File: config.mk
export PLATFORM = sky130hd
export DESIGN_NAME = ccf_cmd_fifo_ptrs
export DESIGN_NICKNAME = d
export VERILOG_FILES = /design/src/include/ccf_pkg.sv /design/src/rtl/ccf_track_div.sv /design/src/rtl/ccf_cmd_fifo_ptrs.sv
export SDC_FILE = /design/constraint.sdc
export NUM_CORES = 1
export LEC_CHECK = 0
export BUFFER_PORTS_ARGS = -buffer_cell sky130_fd_sc_hd__buf_2
export CAP_MARGIN = 25
export CORE_MARGIN = 2
export CORE_UTILIZATION = 60
export DETAILED_ROUTE_END_ITERATION = 10
export HOLD_SLACK_MARGIN = 0.06
export PLACE_DENSITY = 0.86
export SETUP_SLACK_MARGIN = 0.4
export SYNTH_ARGS = -nofsm -noshare
export SYNTH_HDL_FRONTEND = slang
export SYNTH_SLANG_ARGS = --single-unit
File: constraint.sdc
create_clock -name aclk -period 6.5 [get_ports aclk]
set_clock_uncertainty 0.05 [all_clocks]
set_input_delay 0.65 -clock aclk [delete_from_list [all_inputs] [get_ports aclk]]
set_output_delay 0.65 -clock aclk [all_outputs]
set_load 0.005 [all_outputs]
File: src/include/ccf_pkg.sv
package ccf_pkg;

    // ------------------------------------------------------------
    // register map (byte addresses)
    // ------------------------------------------------------------
    localparam int unsigned AXI_AW = 24;
    localparam logic [23:0] ADDR_RD_PTR = 24'h10_24e4;
    localparam logic [23:0] ADDR_WR_PTR = 24'h10_24e8;
    localparam logic [23:0] ADDR_DL_OFF = 24'h10_24ec;
    localparam logic [23:0] ADDR_TRACK = 24'h10_9000;
    localparam logic [23:0] ADDR_IRQ_STS = 24'h10_24f0;
    localparam logic [23:0] ADDR_IRQ_MSK = 24'h10_24f4;

    // ------------------------------------------------------------
    // field widths, positions and reset values
    // ------------------------------------------------------------
    localparam int unsigned PTR_W = 12;
    localparam int unsigned DL_W = 14;
    localparam int unsigned TAG_W = 16;
    localparam int unsigned TRK_W = 16;
    localparam int unsigned TAG_LSB = 0;
    localparam int unsigned TRK_LSB = 16;
    localparam int unsigned IRQ_W = 4;
    localparam int unsigned IRQ_ERR = 0;
    localparam int unsigned IRQ_DRAIN = 1;
    localparam int unsigned IRQ_TRACK = 2;
    localparam int unsigned IRQ_ALIGN = 3;

    localparam int unsigned FIFO_BYTES = 4096;
    localparam int unsigned CMD_BYTES = 4;
    localparam logic [11:0] PTR_STEP = 12'h004;
    localparam logic [11:0] PTR_ERR = 12'hfff;
    localparam logic [11:0] PTR_RST = 12'h000;
    localparam logic [1:0] PTR_ALIGN_MASK = 2'h3;
    localparam logic [13:0] DL_RST = 14'h0000;
    localparam logic [13:0] DL_STEP = 14'h0004;
    localparam logic [15:0] TAG_RST = 16'h0000;
    localparam logic [15:0] TRK_RST = 16'h0000;
    localparam logic [15:0] TRK_FULL = 16'hffff;
    localparam logic [3:0] STS_RST = 4'h0;
    localparam logic [3:0] MSK_RST = 4'h0;
    localparam logic [4:0] DIV_STEPS = 5'h10;

    localparam logic [1:0] RESP_OKAY = 2'h0;
    localparam logic [1:0] RESP_SLVERR = 2'h2;

    // ------------------------------------------------------------
    // carriers
    // ------------------------------------------------------------
    typedef struct packed {
        logic [23:0] awaddr;
        logic awvalid;
        logic [31:0] wdata;
        logic [3:0] wstrb;
        logic wvalid;
        logic bready;
        logic [23:0] araddr;
        logic arvalid;
        logic rready;
    } ccf_axi_req_t;

    typedef struct packed {
        logic awready;
        logic wready;
        logic bvalid;
        logic [1:0] bresp;
        logic arready;
        logic rvalid;
        logic [31:0] rdata;
        logic [1:0] rresp;
    } ccf_axi_rsp_t;

    typedef struct packed {
        logic cp_reset;
        logic fetch;
        logic error;
        logic dl_write;
        logic touch_valid;
        logic [15:0] touch_tag;
        logic [15:0] touch_pos;
        logic [15:0] track_lo;
        logic [15:0] track_span;
    } ccf_cp_in_t;

    typedef struct packed {
        logic [11:0] rd_ptr;
        logic [11:0] wr_ptr;
        logic [13:0] dl_off;
        logic empty;
        logic err;
        logic [11:0] level;
    } ccf_cp_out_t;

    typedef struct packed {
        logic busy;
        logic [4:0] cnt;
        logic [16:0] rem;
        logic [15:0] quo;
        logic [15:0] val;
        logic done;
    } ccf_div_st_t;

    typedef struct packed {
        ccf_cp_out_t cpo;
        ccf_axi_rsp_t rsp;
        logic aw_held;
        logic [23:0] aw_addr;
        logic w_held;
        logic [31:0] w_data;
        logic [3:0] w_strb;
        logic [15:0] tag;
        logic [3:0] sts;
        logic [3:0] msk;
        logic irq;
    } ccf_main_st_t;

endpackage

File: src/rtl/ccf_track_div.sv
`timescale 1ns/1ps
module ccf_track_div (
    // clock and reset
    input wire logic aclk,
    input wire logic aresetn,
    // request
    input wire logic start,
    input wire logic [15:0] pos,
    input wire logic [15:0] lo,
    input wire logic [15:0] span,
    // result
    output logic busy,
    output logic done,
    output logic [15:0] value
);
    import ccf_pkg::*;

    ccf_div_st_t s_r;
    ccf_div_st_t s_nxt;

    // ------------------------------------------------------------
    // shift-subtract divide: value = (pos - lo) * 2^16 / span
    // ------------------------------------------------------------
    always_comb begin
        logic [15:0] diff;
        logic [16:0] shl;
        diff = pos - lo;
        shl = '0;
        s_nxt = s_r;
        s_nxt.done = 1'b0;
        if (!s_r.busy && start) begin
            // out-of-range touches clamp instead of dividing
            if (pos < lo) begin
                s_nxt.val = TRK_RST;
                s_nxt.done = 1'b1;
            end else if (span == 16'h0000 || diff >= span) begin
                s_nxt.val = TRK_FULL;
                s_nxt.done = 1'b1;
            end else begin
                s_nxt.busy = 1'b1;
                s_nxt.cnt = DIV_STEPS;
                s_nxt.rem = {1'b0, diff};
                s_nxt.quo = '0;
            end
        end else if (s_r.busy) begin
            shl = {s_r.rem[15:0], 1'b0};
            if (shl >= {1'b0, span}) begin
                s_nxt.rem = shl - {1'b0, span};
                s_nxt.quo = {s_r.quo[14:0], 1'b1};
            end else begin
                s_nxt.rem = shl;
                s_nxt.quo = {s_r.quo[14:0], 1'b0};
            end
            s_nxt.cnt = s_r.cnt - 5'h01;
            if (s_r.cnt == 5'h01) begin
                s_nxt.busy = 1'b0;
                s_nxt.done = 1'b1;
                s_nxt.val = s_nxt.quo; // proportion of the range covered
            end
        end
    end

    always_ff @(posedge aclk) begin
        if (!aresetn) begin
            s_r <= '{busy: 1'b0, cnt: 5'h00, rem: 17'h0_0000, quo: 16'h0000,
                     val: TRK_RST, done: 1'b0};
        end else begin
            s_r <= s_nxt;
        end
    end

    assign busy = s_r.busy;
    assign done = s_r.done;
    assign value = s_r.val;
endmodule

File: src/rtl/ccf_cmd_fifo_ptrs.sv
`timescale 1ns/1ps
module ccf_cmd_fifo_ptrs (
    // clock and reset
    input wire logic aclk,
    input wire logic aresetn,
    // register bus
    input wire ccf_pkg::ccf_axi_req_t axi_req,
    output ccf_pkg::ccf_axi_rsp_t axi_rsp,
    // coprocessor engine side
    input wire ccf_pkg::ccf_cp_in_t cp_in,
    output ccf_pkg::ccf_cp_out_t cp_out,
    // interrupt
    output logic irq
);
    import ccf_pkg::*;

    // ------------------------------------------------------------
    // helpers
    // ------------------------------------------------------------
    function automatic logic [31:0] merge_strb(input logic [31:0] old_v,
                                               input logic [31:0] new_v,
                                               input logic [3:0] strb);
        logic [31:0] res;
        res = old_v;
        for (int i = 0; i < 4; i++) begin
            if (strb[i]) begin
                res[i*8 +: 8] = new_v[i*8 +: 8];
            end
        end
        return res;
    endfunction

    // byte distance from read to write pointer, wrapping with the ring
    function automatic logic [11:0] ring_level(input logic [11:0] wr,
                                               input logic [11:0] rd);
        return wr - rd;
    endfunction

    function automatic logic addr_known(input logic [23:0] a);
        return (a == ADDR_RD_PTR) || (a == ADDR_WR_PTR) || (a == ADDR_DL_OFF) ||
               (a == ADDR_TRACK) || (a == ADDR_IRQ_STS) || (a == ADDR_IRQ_MSK);
    endfunction

    // ------------------------------------------------------------
    // state
    // ------------------------------------------------------------
    ccf_main_st_t s_r;
    ccf_main_st_t s_nxt;

    logic div_start;
    logic div_busy;
    logic div_done;
    logic [15:0] div_val;

    // ------------------------------------------------------------
    // tracking value divider
    // ------------------------------------------------------------
    assign div_start = cp_in.touch_valid && !div_busy;

    ccf_track_div u_div (
        .aclk(aclk),
        .aresetn(aresetn),
        .start(div_start),
        .pos(cp_in.touch_pos),
        .lo(cp_in.track_lo),
        .span(cp_in.track_span),
        .busy(div_busy),
        .done(div_done),
        .value(div_val)
    );

    // ------------------------------------------------------------
    // next state
    // ------------------------------------------------------------
    always_comb begin
        logic do_wr;
        logic [31:0] old_v;
        logic [31:0] wv;
        logic [31:0] rv;
        logic [3:0] ev;
        logic [3:0] clr;
        logic host_rd_wr;
        logic host_wr_wr;
        logic host_dl_wr;
        do_wr = 1'b0;
        old_v = '0;
        wv = '0;
        rv = '0;
        ev = '0;
        clr = '0;
        host_rd_wr = 1'b0;
        host_wr_wr = 1'b0;
        host_dl_wr = 1'b0;
        s_nxt = s_r;

        // write address and data are taken independently
        if (axi_req.awvalid && s_r.rsp.awready) begin
            s_nxt.aw_held = 1'b1;
            s_nxt.aw_addr = axi_req.awaddr;
        end
        if (axi_req.wvalid && s_r.rsp.wready) begin
            s_nxt.w_held = 1'b1;
            s_nxt.w_data = axi_req.wdata;
            s_nxt.w_strb = axi_req.wstrb;
        end
        if (s_r.rsp.bvalid && axi_req.bready) begin
            s_nxt.rsp.bvalid = 1'b0;
        end

        // commit once both halves are held and no response is pending
        do_wr = s_r.aw_held && s_r.w_held && !s_r.rsp.bvalid;
        if (do_wr) begin
            unique case (s_r.aw_addr)
                ADDR_RD_PTR: old_v = {20'h0_0000, s_r.cpo.rd_ptr};
                ADDR_WR_PTR: old_v = {20'h0_0000, s_r.cpo.wr_ptr};
                ADDR_DL_OFF: old_v = {18'h0_0000, s_r.cpo.dl_off};
                ADDR_IRQ_MSK: old_v = {28'h000_0000, s_r.msk};
                default: old_v = '0;
            endcase
            wv = merge_strb(old_v, s_r.w_data, s_r.w_strb);
            s_nxt.aw_held = 1'b0;
            s_nxt.w_held = 1'b0;
            s_nxt.rsp.bvalid = 1'b1;
            s_nxt.rsp.bresp = addr_known(s_r.aw_addr) ? RESP_OKAY : RESP_SLVERR;
            unique case (s_r.aw_addr)
                ADDR_RD_PTR: host_rd_wr = 1'b1;
                ADDR_WR_PTR: host_wr_wr = 1'b1;
                ADDR_DL_OFF: host_dl_wr = 1'b1;
                ADDR_IRQ_STS: clr = s_r.w_strb[0] ? wv[IRQ_W-1:0] : '0;
                ADDR_IRQ_MSK: s_nxt.msk = wv[IRQ_W-1:0];
                default: ;
            endcase
        end
        // a response in flight blocks the next address and data
        s_nxt.rsp.awready = !s_nxt.aw_held && !s_nxt.rsp.bvalid;
        s_nxt.rsp.wready = !s_nxt.w_held && !s_nxt.rsp.bvalid;

        // read channel: data from the cycle the address is taken
        if (axi_req.arvalid && s_r.rsp.arready) begin
            unique case (axi_req.araddr)
                ADDR_RD_PTR: rv = {20'h0_0000, s_r.cpo.rd_ptr};
                ADDR_WR_PTR: rv = {20'h0_0000, s_r.cpo.wr_ptr};
                ADDR_DL_OFF: rv = {18'h0_0000, s_r.cpo.dl_off};
                ADDR_TRACK: begin
                    rv[TAG_LSB +: TAG_W] = s_r.tag;
                    rv[TRK_LSB +: TRK_W] = div_val;
                end
                ADDR_IRQ_STS: rv = {28'h000_0000, s_r.sts};
                ADDR_IRQ_MSK: rv = {28'h000_0000, s_r.msk};
                default: rv = '0;
            endcase
            s_nxt.rsp.rvalid = 1'b1;
            s_nxt.rsp.rdata = rv;
            s_nxt.rsp.rresp = addr_known(axi_req.araddr) ? RESP_OKAY : RESP_SLVERR;
            s_nxt.rsp.arready = 1'b0;
        end else if (s_r.rsp.rvalid && axi_req.rready) begin
            s_nxt.rsp.rvalid = 1'b0;
            s_nxt.rsp.arready = 1'b1;
        end

        // ------------------------------------------------------------
        // read pointer: fetch, host recovery write, error, reset
        // ------------------------------------------------------------
        // fetches are ignored on an empty ring or after an error
        if (cp_in.fetch && !s_r.cpo.empty && !s_r.cpo.err) begin
            s_nxt.cpo.rd_ptr = s_r.cpo.rd_ptr + PTR_STEP;
            if (s_nxt.cpo.rd_ptr == s_r.cpo.wr_ptr) begin
                ev[IRQ_DRAIN] = 1'b1;
            end
        end
        if (host_rd_wr) begin
            // only meant for error recovery; taken whenever it comes
            s_nxt.cpo.rd_ptr = wv[PTR_W-1:0];
        end
        if (cp_in.error) begin
            s_nxt.cpo.rd_ptr = PTR_ERR;
            ev[IRQ_ERR] = 1'b1;
        end

        // ------------------------------------------------------------
        // write pointer: host owned
        // ------------------------------------------------------------
        if (host_wr_wr) begin
            s_nxt.cpo.wr_ptr = wv[PTR_W-1:0];
            // stored as written; misalignment only flagged
            if ((wv[1:0] & PTR_ALIGN_MASK) != 2'h0) begin
                ev[IRQ_ALIGN] = 1'b1;
            end
        end

        // ------------------------------------------------------------
        // display list output offset
        // ------------------------------------------------------------
        if (cp_in.dl_write) begin
            s_nxt.cpo.dl_off = s_r.cpo.dl_off + DL_STEP;
        end
        if (host_dl_wr) begin
            // host wins over a same-cycle advance
            s_nxt.cpo.dl_off = wv[DL_W-1:0];
        end

        // ------------------------------------------------------------
        // coprocessor reset clears the pointers
        // ------------------------------------------------------------
        if (cp_in.cp_reset) begin
            s_nxt.cpo.rd_ptr = PTR_RST;
            s_nxt.cpo.wr_ptr = PTR_RST;
            s_nxt.cpo.dl_off = DL_RST;
            ev[IRQ_ERR] = 1'b0;
            ev[IRQ_DRAIN] = 1'b0;
        end

        // ------------------------------------------------------------
        // tracker
        // ------------------------------------------------------------
        if (div_start) begin
            s_nxt.tag = cp_in.touch_tag;
        end
        ev[IRQ_TRACK] = div_done;

        // ------------------------------------------------------------
        // derived status for the coprocessor and the host
        // ------------------------------------------------------------
        s_nxt.cpo.err = (s_nxt.cpo.rd_ptr == PTR_ERR);
        s_nxt.cpo.empty = (s_nxt.cpo.rd_ptr == s_nxt.cpo.wr_ptr);
        s_nxt.cpo.level = s_nxt.cpo.err ? '0 :
                          ring_level(s_nxt.cpo.wr_ptr, s_nxt.cpo.rd_ptr);

        // sticky flags: a set in the clearing cycle survives
        s_nxt.sts = (s_r.sts & ~clr) | ev;
        s_nxt.irq = |(s_nxt.sts & s_nxt.msk);
    end

    // ------------------------------------------------------------
    // registers
    // ------------------------------------------------------------
    always_ff @(posedge aclk) begin
        if (!aresetn) begin
            s_r.cpo.rd_ptr <= PTR_RST;
            s_r.cpo.wr_ptr <= PTR_RST;
            s_r.cpo.dl_off <= DL_RST;
            s_r.cpo.empty <= 1'b1;
            s_r.cpo.err <= 1'b0;
            s_r.cpo.level <= '0;
            s_r.rsp.awready <= 1'b1;
            s_r.rsp.wready <= 1'b1;
            s_r.rsp.bvalid <= 1'b0;
            s_r.rsp.bresp <= RESP_OKAY;
            s_r.rsp.arready <= 1'b1;
            s_r.rsp.rvalid <= 1'b0;
            s_r.rsp.rdata <= '0;
            s_r.rsp.rresp <= RESP_OKAY;
            s_r.aw_held <= 1'b0;
            s_r.aw_addr <= '0;
            s_r.w_held <= 1'b0;
            s_r.w_data <= '0;
            s_r.w_strb <= '0;
            s_r.tag <= TAG_RST;
            s_r.sts <= STS_RST;
            s_r.msk <= MSK_RST;
            s_r.irq <= 1'b0;
        end else begin
            s_r <= s_nxt;
        end
    end

    assign axi_rsp = s_r.rsp;
    assign cp_out = s_r.cpo;
    assign irq = s_r.irq;
endmodule

==> results of run 1 <==
-- power by group through the flow --
stage	Sequential (W)	Clock (W)	Combinational (W)
2_1_floorplan	0.00144	0	0.000524
3_3_place_gp	0.00148	0	0.000635
3_5_place_dp	0.00149	0	0.000657
4_1_cts	0.00146	0.00145	0.000662
5_1_grt	0.00147	0.00152	0.000750
6_report	0.00146	0.00145	0.000677
-- through the flow --
| stage | power (W) | setup WS, ns | utilization [%] |
|---|---|---|---|
| floorplan | 0.00197 | 1.98 | - |
| global placement | 0.00212 | 1.51 | 63.1 |
| detailed placement | 0.00214 | 1.39 | 63.1 |
| CTS | 0.00358 | 1.46 | 67.0 |
| global route | 0.00373 | 0.971 | 67.1 |
| finish | 0.00358 | 1.40 | 67.1 |
-- placed cells by master (no fill, tap or decap), types with 5 or more instances in the layout --
| cell type | instances |
|---|---|
| nand2_1 | 232 |
| or3_1 | 5 |
| a32oi_1 | 7 |
| nand3_1 | 42 |
| bufinv_16 | 5 |
| dfxtp_1 | 211 |
| buf_2 | 231 |
| nor3_1 | 37 |
| and2_1 | 16 |
| nor2b_1 | 15 |
| a211oi_1 | 38 |
| mux2_2 | 41 |
| a21o_1 | 13 |
| a221oi_1 | 8 |
| a22oi_1 | 12 |
| mux2i_1 | 11 |
| nor4_1 | 21 |
| xor2_1 | 22 |
| o21a_1 | 19 |
| xnor2_1 | 39 |
| a311oi_1 | 5 |
| nand4_1 | 22 |
| a222oi_1 | 8 |
| o211a_1 | 12 |
| nor2_1 | 138 |
| and3_1 | 13 |
| buf_4 | 9 |
| o211ai_1 | 12 |
| nand2b_1 | 16 |
| o31ai_1 | 7 |
| clkbuf_16 | 23 |
| or2_2 | 12 |
| a31oi_1 | 5 |
| a21oi_1 | 168 |
| diode_2 | 6 |
| inv_1 | 60 |
| o21ai_0 | 44 |
| ha_1 | 63 |
| o22ai_1 | 5 |
| nand3b_1 | 18 |
-- sequential cells by signal (all words and copies together), names as in the netlist, named ones only --
register and cells:
s_r 66, cp_out 50, axi_rsp 39, u_div.s_r 36, u_div.value 16, irq 1
u_div.busy 1, u_div.done 1
-- final cells by class --
cell class,count,area (sq um)
Antenna cell,6,15.0
Clock buffer,29,638
Clock inverter,11,199
Fill cell,1850,7130
Inverter,61,231
Multi-Input combinational cell,1208,7640
Sequential cell,212,4250
Tap cell,280,350
Timing Repair Buffer,241,1240
-- synth_stat cells (all sizes together) (18+ instances only) --
library cell	number
xnor2	39
nand2	232
nor4	23
xor2	22
nor3	39
ha	63
nand4	23
buf	114
o21a	19
inv	61
nand3b	18
clkbuf	76
a211oi	38
nor2	138
mux2	41
dfxtp	212
o21ai	44
nand3	43
a21oi	168
-- path summary, 6_finish.rpt --
kind / endpoint / slack, ns / cells after the start
worst max-delay path: cp_out[10] / 1.40 / 15
worst min-delay path: s_r[67] / 0.31 / 3
worst max register to register: cp_out[10] / 1.40 / 15
worst min register to register: axi_rsp[19] / 0.40 / 2
-- worst reg2reg max path, stage by stage (launching register included) --
cell and delay (ns):
dfxtp_1 0.33, nor4b_4 0.46, nand3_2 0.21, nor3_2 0.56, and3_1 0.74, mux2i_1 0.39
nor2_1 0.12, fa_1 0.46, a21o_1 0.18, a21oi_1 0.18, nor2b_1 0.09, o21a_1 0.19
o41a_1 0.37, and4b_1 0.21, o41ai_1 0.37, nor2_1 0.07
-- kinds of logic (layout without fill, tap and decap cells) --
logic type      after synthesis  after routing  share of synthesized area, %
simple gates                624            624                          23.1
buf+inv                     251            342                          9.94
fa+ha+maj                    66             66                          6.44
xor+xnor                     61             61                          4.05
compound gates              403            403                          19.9
mux                          52             52                          4.34
flops                       212            212                          32.2
other cells                   1              8                        0.0285
-- metal layers --
layer / share of wire, % / GRT usage [%]
met3: 7.5 / 4.21
met1: 40 / 38.6
met2: 49 / 52.5
met4: 3.4 / 11.9
met5: 0 / 0
==> metrics.txt, run 1 <==
Yosys top cell area share between 30% and 40%; routed wire length between 30000 and 40000 um; clock-pin slew on the worst setup and hold paths approximately 0.060 ns; CP top delay family simple AND/OR/NAND/NOR gates; number of synthesized flops with an enable pin 0; routed vias/inst 6.12; latest clock arrival within the worst-skew pair 0.53 ns; Max clock buf depth 3; CTS buffer count 23; hold_buf cts 0; hold crit path type in2reg; critical path launch point type register; gr usage total 30.4%; Starting DRT DRC Count 1102; Critical Path Sink Type register; Power Density 246 mW/mm^2; Post-DP HPWL 27200 um; Sequential Power Share slightly above 40%; first-pass GRT wire length 59100 um; Req. time, crit path 6.86 ns; FMAX between 0.15 and 0.2 GHz; # placed instances 2001; setup bufs post-CTS 0; final hold violation count 0; non-filler cells, final 2048; placed cell areas around 0.014 sq mm; DR vias 12541; P_sw 0.00102 W; final setup vio count 0; Synth area leaders dfxtp_1 (32%), nand2_1 (6.6%), a21oi_1 (6.4%); Port Buf Inserts around 230; Synth async-reset ratio 0%; GR Overflow Total 0; Critical Path, Cell by Cell nor4b_4 > nand3_2 > nor3_2 > and3_1 > mux2i_1 > nor2_1 > fa_1 > a21o_1 > a21oi_1 > nor2b_1 > o21a_1 > o41a_1 > and4b_1 > o41ai_1 > nor2_1; number of routed nets with antenna violations 0; Die Ht 152 um; CP dominant cell by count nor2_1; Ports ~250; Final GP Congestion 0.949; critical path arrival around 5.5 ns; register bit total from synthesis 212; final design area excluding fillers 0.0146 sq mm; slowest stage delay, CP 0.74 ns; unrepaired setup endpoints after global routing no; Least-Margin Pin Slew between 1 and 1.5 ns; core area approximately 0.022 sq mm; Die ar. 0.0232 sq mm; Post-Syn Area ~0.013 sq mm; minimum clock period between 5 and 6 ns; worst r2r src s_r[81]; hold_sp axi_req[70]; Internal Power around 0.0026 W; CP bufs+invs 0; DRC viols 0; largest net degree at the start of global routing 85; sequential area share after synthesis about a third; VDD IR-drop max 0.000188 V; max_slew headroom 31.3%; crit path kind reg2reg; syn_area_per_cell 7.89 sq um; Clock power frac 40.4%; post-synthesis instance total 1670; Area growth syn-to-layout 10.5%; Switching Share 28.4%; initial antenna violation count 6; count of pins over their slew limit 0; Setup TNS 0 ns; Post-CTS Resized 0; Avg WL per Cell 18.1 um; clock root buffer clkbuf_16; H-Tree Depth 1; CP startpoint s_r[81]; largest fanout on the critical path 19; layout cells sized above 1 roughly a fifth; Final nets 1973; clock sink count roughly 210; Tcrit/Tclk final 78.4%; slowest stage cell, crit path and3_1; drt first pass iters 9; Leak approximately 6.2 nW; Starting Density ~61%; number of global-route vias before repair between 10000 and 15000; Logic pwr share 18.9%; Synth area leader dfxtp_1; Max-Cap Viols 0; Unique masters post-synth 86; outcome finished, final reports clean; Rows 54; TritonCTS clock tree yes; die width ~150 um; main flop type after synthesis dfxtp_1; Yosys Warn Count 0; hold slack about 0.31 ns
(Power assumes the default switching activity.)
==> run 2, diff against run 1 <==
- CORE_UTILIZATION: 60 -> 57
- PLACE_DENSITY: 0.86 -> 0.82
- clock period: 6.5 -> 4.95 ns (I/O delays scaled with it)
==> metrics.txt, run 2 (synthesized netlist as in run 1, its figures left out) <==
final setup vio count 0 (unchanged); latest clock arrival within the worst-skew pair 0.53 ns (about the same); FMAX 0.224 GHz (+14%); Setup TNS 0 ns (unchanged); largest net degree at the start of global routing 97 (+14%); hold crit path type in2reg; Post-DP HPWL 28000 um (+2.7%); Critical Path Sink Type register; CTS buffer count 22 (-4.3%); Area growth syn-to-layout 11.6%; Leak 6.24 nW (+1.1%); # placed instances 2019 (+0.90%); final hold violation count 0 (unchanged); R2R depth 15 (unchanged); Power Density 312 mW/mm^2 (+27%); clock root buffer clkbuf_16; Die Ht 156 um (+2.5%); worst r2r src s_r[85]; hold path depth 3 (unchanged); Avg WL per Cell 18.3 um (+0.90%); Rows 55 (+1.9%); gr usage total 30.0% (-0.48 points); critical path launch point type register; hold path endpoint s_r[35]; routed wire length 37800 um (+1.8%); unrepaired setup endpoints after global routing yes; Req. time, crit path 5.29 ns (-1.57 ns); Final nets 1989 (+0.81%); first-pass GRT wire length 59100 um (about the same); clock-pin slew on the worst setup and hold paths 0.06 ns (about the same); layout cells sized above 1 21.2% (+1.1 points); hold_sp axi_req[38]; count of pins over their slew limit 0 (unchanged); Port Buf Inserts 231 (unchanged); TritonCTS clock tree yes; Max clock buf depth 3 (unchanged); reg2reg end cp_out[10]; Final GP Congestion 0.925 (-2.5%); Starting Density 58.2% (-2.6 points); initial antenna violation count 4 (-2); most frequent cells in the layout nand2_1 (231), buf_2 (231), dfxtp_1 (211), a21oi_1 (166), nor2_1 (138); minimum clock period 4.47 ns (-0.625 ns); Ports 254 (unchanged); largest fanout on the critical path 6 (-13); drt first pass iters 8 (-1); H-Tree Depth 1 (unchanged); max_slew headroom 31.7% (+0.32 points); number of routed nets with antenna violations 0 (unchanged); DRC viols 0 (unchanged); die width 156 um (+2.5%); Least-Margin Pin Slew 1.02 ns (-0.00509 ns); clock sink count 212 (unchanged); outcome finished, final reports clean; Max-Cap Viols 0 (unchanged); routed vias/inst 6.12 (-0.12%); DR vias 12636 (+0.76%); max reg flops 66 (unchanged); area occupied by multi-input gates 0.00770 sq mm (+0.80%); hold_buf cts 0 (unchanged); critical path arrival 4.82 ns (-0.64 ns); FF/Latch Area 0.00425 sq mm (unchanged); VDD IR-drop max 0.000212 V (+12%); Die ar. 0.0244 sq mm (+5.1%); flop2flop setup slack 0.48 ns (-0.92 ns); GR Overflow Total 0 (unchanged); crit path kind reg2reg; Top reg by flops s_r; non-filler cells, final 2066 (+0.88%); Starting DRT DRC Count 1055 (-4.3%); number of global-route vias before repair 11751 (-0.051%); Layout fillers 1997 (+7.9%); Tcrit/Tclk final 90.4% (+12 points); core area 0.0226 sq mm (+4.4%)
[run 2: changes by cell type in the layout (fill, tap and decap cells not counted), moves of 2 or more]
cell / previous run / this run
buf_4: 9 / 25
a21oi_1: 168 / 166
a21oi_2: 0 / 2
bufinv_16: 5 / 3
clkbuf_8: 4 / 6
clkinv_2: 4 / 2
clkinvlp_4: 0 / 2
diode_2: 6 / 4
nor3_1: 37 / 35
[run 2: layer usage]
metal	vias to the layer above	part of all wire (%)	wire length, um	global-route usage [%]
met5	-	0	0	0
met1	5950	40	15100	37.7
met4	0	3.8	1450	12.5
met3	110	8.3	3120	5.53
li1	6015	-	-	-
met2	561	48	18000	50.5
[run 2: worst max path at each step]
stage                   start            end  slack, ns  cells after the start
finish                s_r[85]     cp_out[10]       0.48                     15
global route          s_r[85]     cp_out[10]       0.31                     16
CTS                   s_r[84]     cp_out[10]       0.40                     15
detailed placement  cp_in[32]  u_div.s_r[45]      0.003                     20
global placement    cp_in[32]  u_div.s_r[45]       0.15                     20
floorplan           cp_in[32]  u_div.s_r[48]       0.59                     21
[run 2: per-stage QoR]
step                      instance area (sq um)  util (%)  hold slack (ns)  setup slack (ns)  power, W
final                                     14700      65.0            0.154             0.477   0.00459
after global routing                      14700      65.0            0.158             0.307   0.00479
after CTS                                 14600      64.7            0.148             0.404   0.00459
after detailed placement                  13800      61.1            0.392           0.00263   0.00283
after global placement                    13800      61.0            0.388             0.155   0.00279
after floorplan                           13200         -            0.382             0.586   0.00258
[run 2: cell type report]
class,count,area share [%]
Antenna cell,4,0.0681
Clock buffer,31,4.38
Clock inverter,7,0.842
Inverter,61,1.60
Multi-Input combinational cell,1208,52.4
Sequential cell,212,28.9
Tap cell,285,2.42
Timing Repair Buffer,258,9.46
[run 2: power breakdown]
| part | switching [W] | internal [W] |
|---|---|---|
| Combinational | 0.000533 | 0.000391 |
| Clock | 0.000703 | 0.00106 |
| Sequential | 0.0000888 | 0.00181 |
[run 2: repair_timing]
item,4_1_cts,5_1_grt
endpoints found under the setup margin,1,37
gates resized for setup,4,9
setup buffers,2,3
pin swaps,2,5
[run 2: critical path, cell delays in order (launching register included)]
cell and delay, ns:
dfxtp_1 0.33, nor4_4 0.45, nand3_4 0.20, or4b_4 0.62
clkinvlp_4 0.17, a21oi_1 0.11, or2_2 0.32, fa_1 0.47
a21o_1 0.18, a21oi_1 0.16, nor2b_1 0.09, o21a_1 0.20
o41a_1 0.36, and4b_1 0.19, o41ai_1 0.36, nor2_1 0.07
